$ cat src/hdl/cla_defs.svh
// Elaboration constants for the coherent line size adapter
`ifndef CLA_DEFS_SVH
`define CLA_DEFS_SVH
// ----------------------------------------
// Line sizes in bytes
// ----------------------------------------
`define CLA_NARROW_LINE 32
`define CLA_WIDE_LINE 64
// ----------------------------------------
// Physical address widths and window
// ----------------------------------------
`define CLA_NARROW_AW 32
`define CLA_WIDE_AW 40
`define CLA_WIN_BASE 8'h00
// ----------------------------------------
// Cache attribute field positions
// ----------------------------------------
`define CLA_CACHE_ALLOC_LO 2
`define CLA_CACHE_ALLOC_HI 3
`endif

$ cat src/hdl/cla_pkg.sv
// Types shared by the coherent line size adapter modules
package cla_pkg;
  // ----------------------------------------
  // Transaction opcodes
  // ----------------------------------------
  typedef enum logic [3:0] {
    OP_READ_NO_SNOOP = 4'h0,
    OP_READ_ONCE = 4'h1,
    OP_READ_CLEAN = 4'h2,
    OP_READ_NSD = 4'h3,
    OP_READ_SHARED = 4'h4,
    OP_READ_UNIQUE = 4'h5,
    OP_CLEAN_UNIQUE = 4'h6,
    OP_CLEAN_SHARED = 4'h7,
    OP_CLEAN_INVALID = 4'h8,
    OP_MAKE_UNIQUE = 4'h9,
    OP_MAKE_INVALID = 4'hA,
    OP_WRITE_NO_SNOOP = 4'hB,
    OP_WRITE_UNIQUE = 4'hC,
    OP_WRITE_BACK = 4'hD,
    OP_WRITE_CLEAN = 4'hE,
    OP_WRITE_LINE_UNIQUE = 4'hF
  } cla_op_e;
  // ----------------------------------------
  // Shareability domains
  // ----------------------------------------
  typedef enum logic [1:0] {
    DOM_NSH = 2'h0,
    DOM_INNER = 2'h1,
    DOM_OUTER = 2'h2,
    DOM_SYS = 2'h3
  } cla_dom_e;
  // ----------------------------------------
  // Sequencer states
  // ----------------------------------------
  typedef enum logic [2:0] {
    ST_IDLE = 3'h0,
    ST_ISSUE = 3'h1,
    ST_WAIT = 3'h2,
    ST_WB = 3'h3,
    ST_RESP = 3'h4
  } cla_state_e;
endpackage : cla_pkg

$ cat src/hdl/cla_rsp_if.sv
// Interface carrying part responses to the response merger
`timescale 1ns/1ps
interface cla_rsp_if;
  logic clear; // Start of a new transaction
  logic upd; // One part response taken
  logic shared; // Part reported shared
  logic dirty; // Part passed dirty
  logic acc_shared; // Accumulated shared
  logic acc_dirty; // Accumulated dirty
  modport ctl (output clear, output upd, output shared, output dirty,
    input acc_shared, input acc_dirty);
  modport mrg (input clear, input upd, input shared, input dirty,
    output acc_shared, output acc_dirty);
endinterface : cla_rsp_if

$ cat src/hdl/cla_addr_win.sv
// Filters incoming requests to the small address component's window
`timescale 1ns/1ps
module cla_addr_win #(
  parameter int NARROW_AW = 32,
  parameter int WIDE_AW = 40,
  parameter logic [WIDE_AW-NARROW_AW-1:0] WIN_BASE = '0
) (
  // Clock and reset
  input logic ref_clk,
  input logic rstn,
  // Incoming side
  input logic in_valid,
  output logic in_ready,
  input cla_pkg::cla_op_e in_op,
  input logic [WIDE_AW-1:0] in_addr,
  output logic in_drop,
  // Small component side
  output logic sm_valid,
  input logic sm_ready,
  output cla_pkg::cla_op_e sm_op,
  output logic [NARROW_AW-1:0] sm_addr
);
  import cla_pkg::*;
  logic hit; // Upper bits match the window
  logic take; // Incoming handshake
  logic sm_valid_reg, sm_valid_next;
  logic drop_reg, drop_next;
  cla_op_e op_reg, op_next;
  logic [NARROW_AW-1:0] addr_reg, addr_next;

  // One holding stage; refilled in the cycle it empties
  always_comb
  begin
    hit = (in_addr[WIDE_AW-1:NARROW_AW] == WIN_BASE);
    take = in_valid & in_ready;
    sm_valid_next = sm_valid_reg & ~sm_ready;
    op_next = op_reg;
    addr_next = addr_reg;
    drop_next = take & ~hit;
    if (take && hit)
    begin
      sm_valid_next = 1'b1;
      op_next = in_op;
      addr_next = in_addr[NARROW_AW-1:0];
    end
  end

  // Registers only
  always_ff @(posedge ref_clk)
  begin
    if (!rstn)
    begin
      sm_valid_reg <= 1'b0;
      drop_reg <= 1'b0;
      op_reg <= OP_READ_NO_SNOOP;
      addr_reg <= '0;
    end
    else
    begin
      sm_valid_reg <= sm_valid_next;
      drop_reg <= drop_next;
      op_reg <= op_next;
      addr_reg <= addr_next;
    end
  end

  assign in_ready = ~sm_valid_reg | sm_ready;
  assign sm_valid = sm_valid_reg;
  assign sm_op = op_reg;
  assign sm_addr = addr_reg;
  assign in_drop = drop_reg;

  chk_win_drop: assert property (@(posedge ref_clk) disable iff (!rstn)
    (take && !hit && !sm_valid_reg) |=> (!sm_valid && in_drop))
    else $error("out-of-window request was forwarded");
endmodule : cla_addr_win

$ cat src/hdl/cla_rsp_merge.sv
// Accumulates shared and dirty state across the parts of a transaction
`timescale 1ns/1ps
module cla_rsp_merge (
  // Clock and reset
  input logic ref_clk,
  input logic rstn,
  // Merge port
  cla_rsp_if.mrg rif
);
  import cla_pkg::*;
  logic shared_reg, shared_next; // Any part shared
  logic dirty_reg, dirty_next; // Any part dirty

  // Set wins over clear so no part is lost
  always_comb
  begin
    shared_next = (rif.clear ? 1'b0 : shared_reg) | (rif.upd & rif.shared);
    dirty_next = (rif.clear ? 1'b0 : dirty_reg) | (rif.upd & rif.dirty);
  end

  // Registers only
  always_ff @(posedge ref_clk)
  begin
    if (!rstn)
    begin
      shared_reg <= 1'b0;
      dirty_reg <= 1'b0;
    end
    else
    begin
      shared_reg <= shared_next;
      dirty_reg <= dirty_next;
    end
  end

  assign rif.acc_shared = shared_reg;
  assign rif.acc_dirty = dirty_reg;
endmodule : cla_rsp_merge

$ cat src/hdl/cla_top.sv
// Coherent line size and address width adapter, top level
// Function
// - Widen narrow-line reads to the wide line
// - Write back dirty surplus of widened reads
// - Widen cleans, write back returned dirty data
// - Widened MakeUnique/MakeInvalid issue CleanInvalid
// - Split full-line wide snooping requests into narrow parts
// - Combine all part results into one response
// - Issue parts back to back, nothing between
// - Any part shared makes whole line shared
// - Any part dirty makes whole line dirty
// - Never leave a line dirty twice
// - Accept partial sizes for six request types
// - Other requests must be full line
// - Snoops full line; partial WriteUnique snoops CleanInvalid
// - Small space sits in an aligned window
// - Prepend window bits to outgoing addresses
// - Strip window bits from matching incoming requests
// - Suppress incoming requests outside the window
// - Cache attribute picks downstream maintenance
// - Domain picks which peer caches snoop
// - Cleans write back; MakeInvalid only invalidates (a widened MakeInvalid goes out as CleanInvalid and writes back)
// - Untaken dirty ownership causes memory write (unwidened MakeUnique and MakeInvalid drop the dirty data instead)
`timescale 1ns/1ps
`include "cla_defs.svh"
module cla_top #(
  parameter int NARROW_LINE = `CLA_NARROW_LINE,
  parameter int WIDE_LINE = `CLA_WIDE_LINE,
  parameter int NARROW_AW = `CLA_NARROW_AW,
  parameter int WIDE_AW = `CLA_WIDE_AW,
  parameter logic [WIDE_AW-NARROW_AW-1:0] WIN_BASE = `CLA_WIN_BASE
) (
  // Clock and reset
  input logic ref_clk,
  input logic rstn,
  // Request from the initiating master
  input logic up_valid,
  output logic up_ready,
  input cla_pkg::cla_op_e up_op,
  input logic [NARROW_AW-1:0] up_addr,
  input logic up_wide,
  input logic up_full,
  input logic [3:0] up_cache,
  input cla_pkg::cla_dom_e up_domain,
  // Downstream request or snoop
  output logic dn_valid,
  input logic dn_ready,
  output cla_pkg::cla_op_e dn_op,
  output logic [WIDE_AW-1:0] dn_addr,
  output logic dn_full,
  output logic [3:0] dn_cache,
  output cla_pkg::cla_dom_e dn_domain,
  output logic dn_peer_snoop,
  output logic dn_ds_maint,
  // Per-part response
  input logic sr_valid,
  output logic sr_ready,
  input logic sr_shared,
  input logic sr_dirty,
  // Memory update write
  output logic wb_valid,
  input logic wb_ready,
  output logic [WIDE_AW-1:0] wb_addr,
  // Response to the initiating master
  output logic rsp_valid,
  input logic rsp_ready,
  output logic rsp_shared,
  output logic rsp_dirty,
  output logic rsp_err,
  // Incoming toward the small address component
  input logic in_valid,
  output logic in_ready,
  input cla_pkg::cla_op_e in_op,
  input logic [WIDE_AW-1:0] in_addr,
  output logic in_drop,
  output logic sm_valid,
  input logic sm_ready,
  output cla_pkg::cla_op_e sm_op,
  output logic [NARROW_AW-1:0] sm_addr
);
  import cla_pkg::*;

  // ----------------------------------------
  // Derived sizes
  // ----------------------------------------
  localparam int NOFF = $clog2(NARROW_LINE); // Narrow line offset bits
  localparam int WOFF = $clog2(WIDE_LINE); // Wide line offset bits
  localparam int PARTS = WIDE_LINE / NARROW_LINE; // Narrow parts per wide line
  localparam int PCW = (PARTS > 1) ? $clog2(PARTS) : 1;
  localparam logic [PCW-1:0] LAST_PART = PCW'(PARTS - 1);
  localparam logic [WIDE_AW-1:0] PART_STEP = WIDE_AW'(NARROW_LINE);

  // ----------------------------------------
  // Opcode decoders
  // ----------------------------------------
  // Reads, cleans and makes that may grow to the wide line
  function automatic logic is_widenable(input cla_op_e op);
    case (op)
      OP_READ_ONCE, OP_READ_CLEAN, OP_READ_NSD, OP_READ_SHARED, OP_READ_UNIQUE,
      OP_CLEAN_UNIQUE, OP_CLEAN_SHARED, OP_CLEAN_INVALID,
      OP_MAKE_UNIQUE, OP_MAKE_INVALID: return 1'b1;
      default: return 1'b0;
    endcase
  endfunction : is_widenable

  // Requests allowed below a full line
  function automatic logic may_partial(input cla_op_e op);
    case (op)
      OP_READ_NO_SNOOP, OP_READ_ONCE, OP_WRITE_NO_SNOOP,
      OP_WRITE_UNIQUE, OP_WRITE_BACK, OP_WRITE_CLEAN: return 1'b1;
      default: return 1'b0;
    endcase
  endfunction : may_partial

  // Requests that need a snoop of peer caches
  function automatic logic is_snoop(input cla_op_e op);
    case (op)
      OP_READ_NO_SNOOP, OP_WRITE_NO_SNOOP, OP_WRITE_BACK, OP_WRITE_CLEAN: return 1'b0;
      default: return 1'b1;
    endcase
  endfunction : is_snoop

  // Cache maintenance operations
  function automatic logic is_cmo(input cla_op_e op);
    case (op)
      OP_CLEAN_SHARED, OP_CLEAN_INVALID, OP_MAKE_INVALID: return 1'b1;
      default: return 1'b0;
    endcase
  endfunction : is_cmo

  // Requests whose response may carry dirty ownership
  function automatic logic may_pass(input cla_op_e op);
    case (op)
      OP_READ_NSD, OP_READ_SHARED, OP_READ_UNIQUE: return 1'b1;
      default: return 1'b0;
    endcase
  endfunction : may_pass

  // ----------------------------------------
  // Sequencer state
  // ----------------------------------------
  cla_state_e state_reg, state_next; // Sequencer state
  cla_op_e op_reg, op_next; // Opcode as issued downstream
  cla_op_e orig_reg, orig_next; // Opcode as received
  logic [WIDE_AW-1:0] addr_reg, addr_next; // Current part address
  logic [WIDE_AW-1:0] base_reg, base_next; // Line base for the memory update
  logic full_reg, full_next;
  logic [3:0] cache_reg, cache_next;
  cla_dom_e dom_reg, dom_next;
  logic peer_reg, peer_next; // Peer caches to be snooped
  logic ds_reg, ds_next; // Downstream caches must act
  logic widen_reg, widen_next; // Request grown to the wide line
  logic split_reg, split_next; // Request cut into narrow parts
  logic [PCW-1:0] part_reg, part_next; // Part being issued
  logic err_reg, err_next;
  logic shared_reg, shared_next; // Response shared bit
  logic dirty_reg, dirty_next; // Response dirty bit

  // Decode helpers
  logic [WIDE_AW-1:0] full_addr; // Request address in the large space
  logic req_err; // Illegal size or domain
  logic req_widen;
  logic req_split;
  logic shared_all; // Merged shared including this part
  logic dirty_all; // Merged dirty including this part
  logic pass_ok; // Master may take the dirty line
  logic drop_dirty; // Invalidate-only, dirty discarded
  logic wb_need; // Adapter owns dirty data and must write it

  cla_rsp_if rif ();

  // ----------------------------------------
  // Part response merger
  // ----------------------------------------
  cla_rsp_merge u_merge (
    .ref_clk(ref_clk),
    .rstn(rstn),
    .rif(rif.mrg)
  );

  // ----------------------------------------
  // Incoming window filter
  // ----------------------------------------
  cla_addr_win #(
    .NARROW_AW(NARROW_AW),
    .WIDE_AW(WIDE_AW),
    .WIN_BASE(WIN_BASE)
  ) u_win (
    .ref_clk(ref_clk),
    .rstn(rstn),
    .in_valid(in_valid),
    .in_ready(in_ready),
    .in_op(in_op),
    .in_addr(in_addr),
    .in_drop(in_drop),
    .sm_valid(sm_valid),
    .sm_ready(sm_ready),
    .sm_op(sm_op),
    .sm_addr(sm_addr)
  );

  // ----------------------------------------
  // Request decode
  // ----------------------------------------
  // Window base in the upper bits keeps the window aligned to its own size
  always_comb
  begin
    full_addr = {WIN_BASE, up_addr};
    req_err = (!up_full && !may_partial(up_op)) ||
      (is_cmo(up_op) && up_domain == DOM_SYS);
    req_widen = !up_wide && is_widenable(up_op);
    req_split = up_wide && up_full && is_snoop(up_op) && (PARTS > 1);
  end

  // ----------------------------------------
  // Completion decode
  // ----------------------------------------
  // A widened line is never handed dirty to a narrow master: the surplus
  // has no owner, so the adapter writes the line back itself
  always_comb
  begin
    shared_all = rif.acc_shared | sr_shared;
    dirty_all = rif.acc_dirty | sr_dirty;
    pass_ok = !widen_reg && may_pass(orig_reg) &&
      !(orig_reg == OP_READ_NSD && shared_all);
    drop_dirty = (op_reg == OP_MAKE_INVALID) || (op_reg == OP_MAKE_UNIQUE);
    wb_need = dirty_all && !pass_ok && !drop_dirty;
  end

  // ----------------------------------------
  // Sequencer next state
  // ----------------------------------------
  // Only this sequencer drives the downstream port, so parts of one
  // split line cannot be separated by another snoop
  always_comb
  begin
    state_next = state_reg;
    op_next = op_reg;
    orig_next = orig_reg;
    addr_next = addr_reg;
    base_next = base_reg;
    full_next = full_reg;
    cache_next = cache_reg;
    dom_next = dom_reg;
    peer_next = peer_reg;
    ds_next = ds_reg;
    widen_next = widen_reg;
    split_next = split_reg;
    part_next = part_reg;
    err_next = err_reg;
    shared_next = shared_reg;
    dirty_next = dirty_reg;
    rif.clear = 1'b0;
    rif.upd = 1'b0;
    rif.shared = sr_shared;
    rif.dirty = sr_dirty;
    case (state_reg)
      ST_IDLE:
      begin
        if (up_valid)
        begin
          rif.clear = 1'b1;
          orig_next = up_op;
          shared_next = 1'b0;
          dirty_next = 1'b0;
          part_next = '0;
          err_next = req_err;
          if (req_err)
          begin
            // Refused without any downstream traffic
            state_next = ST_RESP;
          end
          else
          begin
            widen_next = req_widen;
            split_next = req_split;
            op_next = up_op;
            if (req_widen && (up_op == OP_MAKE_UNIQUE || up_op == OP_MAKE_INVALID))
            begin
              op_next = OP_CLEAN_INVALID;
            end
            else if (!up_full && up_op == OP_WRITE_UNIQUE)
            begin
              op_next = OP_CLEAN_INVALID;
            end
            full_next = up_full | is_snoop(up_op);
            if (req_widen || req_split)
            begin
              addr_next = {full_addr[WIDE_AW-1:WOFF], {WOFF{1'b0}}};
            end
            else if (is_snoop(up_op))
            begin
              addr_next = {full_addr[WIDE_AW-1:NOFF], {NOFF{1'b0}}};
            end
            else
            begin
              addr_next = full_addr;
            end
            base_next = addr_next;
            cache_next = up_cache;
            dom_next = up_domain;
            peer_next = is_snoop(up_op) && (up_domain != DOM_NSH);
            ds_next = is_cmo(up_op) &&
              (|up_cache[`CLA_CACHE_ALLOC_HI:`CLA_CACHE_ALLOC_LO]);
            state_next = ST_ISSUE;
          end
        end
      end
      ST_ISSUE:
      begin
        if (dn_ready)
        begin
          state_next = ST_WAIT;
        end
      end
      ST_WAIT:
      begin
        if (sr_valid)
        begin
          rif.upd = 1'b1;
          if (split_reg && part_reg != LAST_PART)
          begin
            // Next part follows at once
            part_next = part_reg + 1'b1;
            addr_next = addr_reg + PART_STEP;
            state_next = ST_ISSUE;
          end
          else
          begin
            shared_next = shared_all;
            dirty_next = dirty_all && pass_ok;
            state_next = wb_need ? ST_WB : ST_RESP;
          end
        end
      end
      ST_WB:
      begin
        if (wb_ready)
        begin
          state_next = ST_RESP;
        end
      end
      ST_RESP:
      begin
        if (rsp_ready)
        begin
          state_next = ST_IDLE;
        end
      end
      default:
      begin
        state_next = ST_IDLE;
      end
    endcase
  end

  // ----------------------------------------
  // Sequencer registers
  // ----------------------------------------
  always_ff @(posedge ref_clk)
  begin
    if (!rstn)
    begin
      state_reg <= ST_IDLE;
      op_reg <= OP_READ_NO_SNOOP;
      orig_reg <= OP_READ_NO_SNOOP;
      addr_reg <= '0;
      base_reg <= '0;
      full_reg <= 1'b0;
      cache_reg <= 4'h0;
      dom_reg <= DOM_NSH;
      peer_reg <= 1'b0;
      ds_reg <= 1'b0;
      widen_reg <= 1'b0;
      split_reg <= 1'b0;
      part_reg <= '0;
      err_reg <= 1'b0;
      shared_reg <= 1'b0;
      dirty_reg <= 1'b0;
    end
    else
    begin
      state_reg <= state_next;
      op_reg <= op_next;
      orig_reg <= orig_next;
      addr_reg <= addr_next;
      base_reg <= base_next;
      full_reg <= full_next;
      cache_reg <= cache_next;
      dom_reg <= dom_next;
      peer_reg <= peer_next;
      ds_reg <= ds_next;
      widen_reg <= widen_next;
      split_reg <= split_next;
      part_reg <= part_next;
      err_reg <= err_next;
      shared_reg <= shared_next;
      dirty_reg <= dirty_next;
    end
  end

  // ----------------------------------------
  // Outputs
  // ----------------------------------------
  assign up_ready = (state_reg == ST_IDLE);
  assign dn_valid = (state_reg == ST_ISSUE);
  assign sr_ready = (state_reg == ST_WAIT);
  assign wb_valid = (state_reg == ST_WB);
  assign rsp_valid = (state_reg == ST_RESP);
  assign dn_op = op_reg;
  assign dn_addr = addr_reg;
  assign dn_full = full_reg;
  assign dn_cache = cache_reg;
  assign dn_domain = dom_reg;
  assign dn_peer_snoop = peer_reg;
  assign dn_ds_maint = ds_reg;
  assign wb_addr = base_reg;
  assign rsp_shared = shared_reg;
  assign rsp_dirty = dirty_reg;
  assign rsp_err = err_reg;

  // ----------------------------------------
  // Checks
  // ----------------------------------------
  chk_widen_align: assert property (@(posedge ref_clk) disable iff (!rstn)
    (dn_valid && widen_reg) |-> (dn_addr[WOFF-1:0] == '0))
    else $error("widened request not aligned to wide line");

  chk_make_conv: assert property (@(posedge ref_clk) disable iff (!rstn)
    (dn_valid && widen_reg) |-> !(dn_op inside {OP_MAKE_UNIQUE, OP_MAKE_INVALID}))
    else $error("widened make request not converted");

  chk_split_count: assert property (@(posedge ref_clk) disable iff (!rstn)
    (state_reg == ST_WAIT && sr_valid && split_reg && part_reg == LAST_PART)
    |=> (state_reg inside {ST_WB, ST_RESP}))
    else $error("split response not closed after last part");

  chk_split_contig: assert property (@(posedge ref_clk) disable iff (!rstn)
    (state_reg == ST_WAIT && sr_valid && split_reg && part_reg != LAST_PART)
    |=> (dn_valid && $changed(dn_addr)))
    else $error("split parts not issued back to back");

  chk_shared_merge: assert property (@(posedge ref_clk) disable iff (!rstn)
    (state_reg == ST_WAIT && sr_valid && sr_shared && !(split_reg && part_reg != LAST_PART))
    |=> (rsp_valid || wb_valid) && rsp_shared)
    else $error("shared part not reported as shared line");

  chk_dirty_single: assert property (@(posedge ref_clk) disable iff (!rstn)
    (wb_valid && wb_ready) |=> (rsp_valid && !rsp_dirty))
    else $error("line both written back and handed dirty");

  chk_full_snoop: assert property (@(posedge ref_clk) disable iff (!rstn)
    (dn_valid && is_snoop(dn_op)) |-> dn_full)
    else $error("snoop issued below full line");

  chk_win_prefix: assert property (@(posedge ref_clk) disable iff (!rstn)
    dn_valid |-> (dn_addr[WIDE_AW-1:NARROW_AW] == WIN_BASE))
    else $error("outgoing address lacks window bits");

  chk_partial_err: assert property (@(posedge ref_clk) disable iff (!rstn)
    (up_valid && up_ready && !up_full && !may_partial(up_op))
    |=> (rsp_valid && rsp_err && !dn_valid))
    else $error("illegal partial request not refused");
endmodule : cla_top

$ cat config.mk
export PLATFORM = sky130hd
export DESIGN_NAME = cla_top
export DESIGN_NICKNAME = d
export VERILOG_FILES = /design/src/hdl/cla_pkg.sv /design/src/hdl/cla_rsp_if.sv /design/src/hdl/cla_addr_win.sv /design/src/hdl/cla_rsp_merge.sv /design/src/hdl/cla_top.sv
export VERILOG_INCLUDE_DIRS = /design/src /design/src/hdl
export SDC_FILE = /design/constraint.sdc
export NUM_CORES = 1
export LEC_CHECK = 0
export ABC_CLOCK_PERIOD_IN_PS = 2500
export BUFFER_PORTS_ARGS = -buffer_cell sky130_fd_sc_hd__buf_2
export CORE_MARGIN = 2
export CORE_UTILIZATION = 49
export CTS_BUF_LIST = sky130_fd_sc_hd__clkbuf_16
export DETAILED_ROUTE_END_ITERATION = 10
export PLACE_DENSITY = 0.88
export REMOVE_ABC_BUFFERS = 1
export SLEW_MARGIN = 20
export SYNTH_ARGS = -nofsm -noshare
export SYNTH_HDL_FRONTEND = slang
export SYNTH_HIERARCHICAL = 1
export SYNTH_SLANG_ARGS = --single-unit
$ cat constraint.sdc
create_clock -name ref_clk -period 2.5 [get_ports ref_clk]
set_clock_uncertainty 0.15 [all_clocks]
set_input_delay 0.25 -clock ref_clk [delete_from_list [all_inputs] [get_ports ref_clk]]
set_output_delay 0.25 -clock ref_clk [all_outputs]
set_load 0.03 [all_outputs]
# Yosys cells after proc, flatten, opt, wreduce, memory -nomap -nowiden
# Memory sizes are Yosys's and may differ from the RTL's.
# Index checks and enable logic that the tools add are counted.
[classes]
addsub = 2
eq_ne = 27
n_mux = 49
n_bitwise = 16
n_reduce_logical = 44
[ops]
columns = ["op", "count"]
rows = [
  ["$mux W40", 4],
  ["$pmux W40 S2", 1],
  ["$add A40 B6 Y40 const B", 1],
  ["$eq A4 B4 Y1 const B", 9],
  ["$mux W1", 28],
  ["$mux W3", 8],
  ["$logic_and A1 B1 Y1", 17],
  ["$pmux W3 S5", 1],
  ["$eq A4 B3 Y1 const B", 3],
  ["$reduce_and A5 Y1", 2],
  ["$logic_not A8 Y1", 1],
  ["$mux W4", 2],
  ["$ne A2 B1 Y1 const B", 4],
  ["$ne A2 B2 Y1 const B", 4],
  ["$reduce_and A4 Y1", 2],
  ["$logic_not A1 Y1", 7],
  ["$eq A3 B2 Y1 const B", 2],
  ["$mux W6", 1],
  ["$or A1 B1 Y1", 6],
  ["$pmux W1 S2", 3],
  ["$reduce_or A3 Y1", 2],
  ["$reduce_or A6 Y1", 1],
  ["$and A1 B1 Y1", 5],
  ["$mux W5", 1],
  ["other kinds (15)", 23],
]
[word_totals]
register_bits = 138
mem_bits_ro = 16
inputBits = 99
output_inout_bits = 140
word_cells = 161
n_memories = 1
[memory_table]
columns = ["name", "depth", "word_bits", "read_ports", "rd_ports_with_merged_regs", "wr", "line_no", "rtl"]
rows = [
  ["(name not given)", 16, 1, 1, 0, 0, "cla_top.sv:98", "case (op)"],
]

# Logic depth before layout (Yosys ltp)
# Gate-level depths: netlist of the first run.
[logic_depth]
ltp_word = 14
depth_mapped = 9
ltp_nobuf = 8

# Modules after synthesis
# The synthesis of the first run kept the hierarchy.
[by_module_without_submodules]
columns = ["module", "instances", "cells_each", "area_each_um2", "seq_area_each_um2"]
rows = [
  ["cla_top", 1, 591, 4699.5, 1961.9],
  ["cla_addr_win", 1, 166, 1570.3, 760.7],
  ["cla_rsp_merge", 1, 8, 75.1, 40.0],
]

# Worst setup path after synthesis of the first run
# Ideal clock, no wire load.
[synth_timing]
path_type = "flip-flop to flip-flop"
from = "reg addr_reg[5] (netlist: dn_addr[5])"
to = "reg addr_reg[37] (netlist: dn_addr[37])"
setup_ns = 0.072
arrival_ns = 2.096
t_required_ns = 2.278
slack_ns = 0.182
stages_incl_launch_ff = 8
path_buffers = 1
synth_period_minus_slack_ns = 2.318
path_cell_list = "dfxtp_1 ha_1 nand3_1 nor4_1 buf_2 nand4_1 or4_1 a21oi_1"
[synth_between]
elab_chain_len = 4
[synth_lines]
columns = ["element", "line_no", "rtl"]
rows = [
  ["start: declaration", "cla_top.sv:145", "logic [WIDE_AW-1:0] addr_reg, addr_next;"],
  ["start signal: assignment", "cla_top.sv:386", "addr_reg <= addr_next;"],
  ["$add A40 B6 Y40", "cla_top.sv:325", "addr_next = addr_reg + PART_STEP;"],
  ["$mux W40", "cla_top.sv:321", "if (split_reg && part_reg != LAST_PART)"],
  ["$mux W40", "cla_top.sv:318", "if (sr_valid)"],
  ["$pmux W40 S2", "cla_top.sv:257", "case (state_reg)"],
]
# No other way between the ends. The select of a mux whose other input is x is not followed.
# A chain may end at the register's enable or synchronous reset.

# Final worst setup path of the first run
[layout_timing]
from = "reg addr_reg[25] (netlist: dn_addr[25])"
to = "reg addr_reg[38] (netlist: dn_addr[38])"
# The elaborated chain is that of the path after synthesis.

==> run metrics, run 1 <==
Static Leak 4.21 nW; Sinks on Clock Net 138; htree depth 4; most frequent cells after synthesis 202 x nand2_1, 138 x dfxtp_1, 86 x a21oi_1; antenna viol nets, final 0; routed vias 6,850; drt initial violations 572; CTS Buf Count 17; Residual DRC 0; Worst EP arrival 2.54 ns; max layer used met4; nature of the critical path endpoint register; Register Area 0.00276 mm²; final setup vio count 0; run status complete, no violations; critical path class reg -> reg; Chip Height 118 µm; Min Hold Slack 0.0205 ns; Setup TNS 0 ns; mapped cell area 0.00634 mm²; Clock Latency Late Sink 0.42 ns; GRT Util Overall 29.5%; Crit-path slowest cell a2111oi_0; post-synth top area share 43.5%; area grow syn2layout 42.1%; worst slew pin tran 0.675 ns; Yosys reg bits 138; Vias/cell 5.45; antenna violations before repair 1; met3 wire length 1920 µm; Hold Crit Class in -> reg; Post-synth EDFFs 0; maxcap violations 0; # IOs 239; number of buffers added for setup after CTS 0; register area share after synthesis 43.5%; first-pass GRT wire length 33,000 µm; Final Max Tran Viols 0; area of the multi-input gates 0.00322 mm²; clock root cell clkbuf_16; CP max stage delay 0.57 ns; average cell area after synthesis 8.29 µm²; top cells by area, synth dfxtp_1 44%, nand2_1 12%, a21oi_1 6.8%; PwrDens 828 mW/mm²; top fanout value on the critical path 5; yosys synthesis warning count 6; startpoint types register; pin count of the biggest net entering global routing 75; relative slew slack 53.9%; DRT Pass-1 Iters 6; die span in x 118 µm; Worst EP required 2.65 ns; aggregate global routing overflow 0; layout cells sized above 1 29.0%; CTS tree built; HPWL Detailed 13,100 µm; fmax 418 MHz; number of flip-flops in the largest register 40; Final Non-Filler Cells 1,256; RSZ-0062 raised after global routing false; most frequent CP cell nand4_1; die area 0.0139 mm²; fin crit period 2.39 ns; period utilization 95.7%; CP Buf/Inv Count 0; maximum root-to-sink buffer count 2; WL per Instance 16.7 µm; number of cell rows 41; nets 1,173; vias in the first global route 6,503; crit-path leading delay family simple AND/OR/NAND/NOR gates; total wire length 21,000 µm; wire length on met2 10,400 µm; clock slew seen by the registers of the worst setup and hold paths 0.06 ns; peak supply drop 0.425 mV; Core ar. 0.0126 mm²; synthesized instance count 765; CP Cell Sequence nand4_1 -> nor4_1 -> nand4_1 -> a2111oi_0 -> xnor2_1 -> nor2_1; prevailing post-synth register cell dfxtp_1; fillers 918; WL met1 8130 µm; final hold viol count 0; Port Buffers 230; Placer Congestion 0.898; post-synthesis async set-or-reset flop share 0%; initial core utilization 50.3%; post-placement cell count 1,147; leading area contributor after synthesis dfxtp_1; Unique masters post-synth 69; most common cell in the synthesized netlist nand2_1
per-layer routing:
metal	GRT usage, %	vias to the layer above
met5	0	-
li1	-	3299
met1	34.6	3179
met2	49.9	332
met3	9.25	40
met4	12.0	0
path summary, 6_finish.rpt:
path                                   from           to  slack, ns  cells after the start
worst max-delay path            dn_addr[25]  dn_addr[38]       0.11                      6
worst min-delay path                up_full    split_reg       0.02                      3
worst max register to register  dn_addr[25]  dn_addr[38]       0.11                      6
worst min register to register  wb_addr[27]  wb_addr[27]       0.30                      2
metrics by stage:
stage	instance area, µm²	total power [W]	utilization, %	setup slack (ns)
floorplan	6000	0.00406	-	-0.811
global placement	7660	0.00489	60.7	0.140
detailed placement	7660	0.00493	60.7	0.0374
CTS	9010	0.00746	71.4	0.180
global route	9020	0.00780	71.5	0.0210
finish	9020	0.00747	71.5	0.106
area by class of cell:
| cell class | count | area share, % |
|---|---|---|
| Antenna cell | 1 | 0.0278 |
| Clock buffer | 17 | 4.72 |
| Clock inverter | 12 | 1.53 |
| Inverter | 8 | 0.333 |
| Multi-Input combinational cell | 567 | 35.8 |
| Sequential cell | 138 | 30.6 |
| Tap cell | 172 | 2.39 |
| Timing Repair Buffer | 341 | 24.6 |
worst register-to-register path: cells and delay by family (launching register included):
family,cells,cell delay [ns]
and+or+nand+nor,4,0.96
AOI/OAI and AO/OA,1,0.57
xor gates and xnor gates,1,0.20
DFF,1,0.40
repair_timing:
action,4_1_cts,5_1_grt
resized for setup,0,0
endpoints found under the hold margin,90,0
setup endpoints to repair,0,0
hold buffers,79,0
report_power, final:
part / switching (W) / total [W] / internal (W)
Clock: 0.000912 / 0.00244 / 0.00153
Sequential: 0.000232 / 0.00268 / 0.00245
Combinational: 0.00152 / 0.00235 / 0.000835
kinds of logic (layout without fill, tap and decap cells):
| logic type | after synthesis | in the layout | share of synthesized area, % |
|---|---|---|---|
| compound gates | 183 | 183 | 18.6 |
| xor+xnor | 4 | 4 | 0.552 |
| fa+ha+maj | 1 | 1 | 0.197 |
| buf+inv | 67 | 378 | 6.27 |
| flops | 138 | 138 | 43.5 |
| mux | 40 | 40 | 6.31 |
| other cells | 1 | 9 | 0.0591 |
| simple gates | 331 | 331 | 24.5 |
cells in the final DEF (no fill, tap or decap), types with 8 or more instances in the layout:
master         Yosys  routed
a22o_1            11      11
nand4_1           11      11
inv_1              8      10
dfxtp_1          138     138
clkbuf_16          0      17
nand3_1           18      18
conb_1             1       8
mux2i_1           40      40
a31oi_1            8       8
dlygate4sd3_1      0      79
buf_4             12      29
nand2_1          202     202
o21ai_0           19      19
nor3_1            10      10
nand2b_1           8       8
buf_2             12     230
nor2_1            37      37
a21oi_1           86      86
Power figures use the tool's default switching activity.
==> run 2: changes to the inputs <==
Settings changed: CTS_BUF_LIST sky130_fd_sc_hd__clkbuf_16 to unset, GPL_TIMING_DRIVEN set to 0, SETUP_SLACK_MARGIN set to 0.2.
==> run 2 against run 1 <==
Effect of this change:
- worst hold slack improved by 0.013 ns
- wire length grew 10%
- flip-flop and latch count stayed put
- global-route usage increased by 2.1 points
- largest cell class unchanged
==> run metrics, run 2 (same netlist as run 1, synthesis figures left out) <==
layout cells sized above 1 31.7% (was 29.0%); DRT Pass-1 Iters 6 (unchanged); dpl ws -1.28 ns (was 0.0374 ns); commonest cells after routing, fill and taps aside 229 x buf_2, 200 x nand2_1, 127 x dfxtp_1, 88 x dlygate4sd3_1, 86 x a21oi_1 (was 230 x buf_2, 202 x nand2_1, 138 x dfxtp_1, 86 x a21oi_1, 79 x dlygate4sd3_1); HPWL Detailed 12,600 µm (was 13,100 µm); clock slew seen by the registers of the worst setup and hold paths 0.06 ns (about the same); Placer Congestion 0.832 (was 0.898); die span in x 118 µm (unchanged); CTS tree built (unchanged); fmax 437 MHz (was 418 MHz); aggregate global routing overflow 0 (unchanged); clock root cell clkbuf_16 (unchanged); RSZ-0062 raised after global routing true (was false); Sinks on Clock Net 138 (unchanged); top fanout value on the critical path 32 (was 5); antenna viol nets, final 0 (unchanged); Final Util 73.8% (was 71.5%); Hold Crit Class in -> reg (unchanged); Min Hold Slack 0.0338 ns (was 0.0205 ns); Worst EP arrival 2.44 ns (was 2.54 ns); run status complete, no violations (unchanged); Clock Latency Late Sink 0.43 ns (was 0.42 ns); first-pass GRT wire length 35,100 µm (was 33,000 µm); post-placement cell count 1,123 (was 1,147); final hold viol count 0 (unchanged); startpoint types primary input (was register); antenna violations before repair 0 (was 1); peak supply drop 0.442 mV (was 0.425 mV); drt initial violations 663 (was 572); worst slew pin tran 0.863 ns (was 0.675 ns); Vias/cell 5.64 (was 5.45); fin crit period 2.29 ns (was 2.39 ns); nature of the critical path endpoint register (unchanged); Final Non-Filler Cells 1,271 (was 1,256); final setup vio count 0 (unchanged); Final Max Tran Viols 0 (unchanged); die area 0.0139 mm² (unchanged); total wire length 23,200 µm (was 21,000 µm); Core ar. 0.0126 mm² (unchanged); Static Leak 4.28 nW (was 4.21 nW); relative slew slack 42.4% (was 53.9%); leading cell type in the layout, fill and taps excluded buf_2 (unchanged); Residual DRC 0 (unchanged); Port Buffers 230 (unchanged); CTS Buf Count 17 (unchanged); vias in the first global route 7,057 (was 6,503); critical path class in -> reg (was reg -> reg); number of flip-flops in the largest register 40 (unchanged); Chip Height 118 µm (unchanged); maxcap violations 0 (unchanged); htree depth 4 (unchanged); PwrDens 821 mW/mm² (was 828 mW/mm²); period utilization 91.4% (was 95.7%); routed vias 7,167 (was 6,850); fillers 848 (was 918); number of cell rows 41 (unchanged); initial core utilization 50.3% (unchanged); fin worst setup slack 0.214 ns (was 0.106 ns); pin count of the biggest net entering global routing 88 (was 75); # IOs 239 (unchanged); Ant. Diodes 0 (was 1); WL per Instance 18.2 µm (was 16.7 µm); GRT Util Overall 31.5% (was 29.5%); nets 1,186 (was 1,173); maximum root-to-sink buffer count 2 (unchanged); area grow syn2layout 46.8% (was 42.1%); Worst EP required 2.66 ns (was 2.65 ns)
[run 2: changes by cell type in the layout (fill, tap and decap cells not counted), sizes merged, moves of 2 or more]
cell         change
bufinv           -2
dlygate4sd3      +9
inv              +2
clkinvlp         +4
[run 2: area by class of cell]
class / instances / area [µm²] / share of cell area [%]
multi-input combinational: 570 / 3370 / 36.1
sequential: 138 / 2780 / 29.9
timing repair buffer: 350 / 2340 / 25.2
clock buffer: 17 / 425 / 4.57
tap: 172 / 215 / 2.31
clock inverter: 15 / 139 / 1.49
inverter: 8 / 36.3 / 0.389
timing repair inverter: 1 / 7.51 / 0.0806
[run 2: what timing repair did]
| item | CTS | global route |
|---|---|---|
| hold buffers | 89 | 0 |
| setup endpoints to repair | 55 | 39 |
| resized for setup | 26 | 15 |
| setup buffers | 10 | 13 |
| hold endpoints to repair | 99 | 0 |
| pin swaps | 8 | 4 |
| cloned | 4 | 0 |
[run 2: power by group]
part	leakage [nW]	switching (W)	total [W]	internal, W
combinational	2.89	0.00160	0.00247	0.000867
sequential	1.13	0.000297	0.00276	0.00246
clock	0.263	0.00104	0.00242	0.00138
[run 2: worst max-delay path: stages]
cell       delay [ns]
buf_2            0.20
or3b_2           0.51
a21oi_2          0.26
a21o_4           0.21
or2_4            0.27
buf_12           0.22
o21ai_0          0.13
a2111oi_1        0.38
[run 2: path summary, 6_finish.rpt]
check / end / slack, ns / start / cells past startpoint
setup / recovery: dn_addr[30] / 0.21 / up_op[3] / 8
hold / removal: dn_op[1] / 0.03 / up_op[1] / 3
setup reg to reg: dn_addr[34] / 0.26 / state_reg[1] / 6
hold reg to reg: wb_addr[8] / 0.30 / wb_addr[8] / 2
[run 2: metrics by stage]
stage / power [W] / setup TNS [ns] / area (µm²)
floorplan: 0.00406 / -52.08 / 6000
global placement: 0.00470 / -165.48 / 7370
detailed placement: 0.00478 / -18.24 / 7500
CTS: 0.00747 / 0 / 9160
global route: 0.00796 / 0 / 9320
finish: 0.00765 / 0 / 9320
[run 2: layer usage]
metal  routed length (µm)  global-route usage, %  share of wire, %
met1                 8430                   33.6                36
met2                12000                   55.9                52
met3                 1990                   10.9               8.6
met4                  778                   14.5               3.4
met5                    0                      0                 0
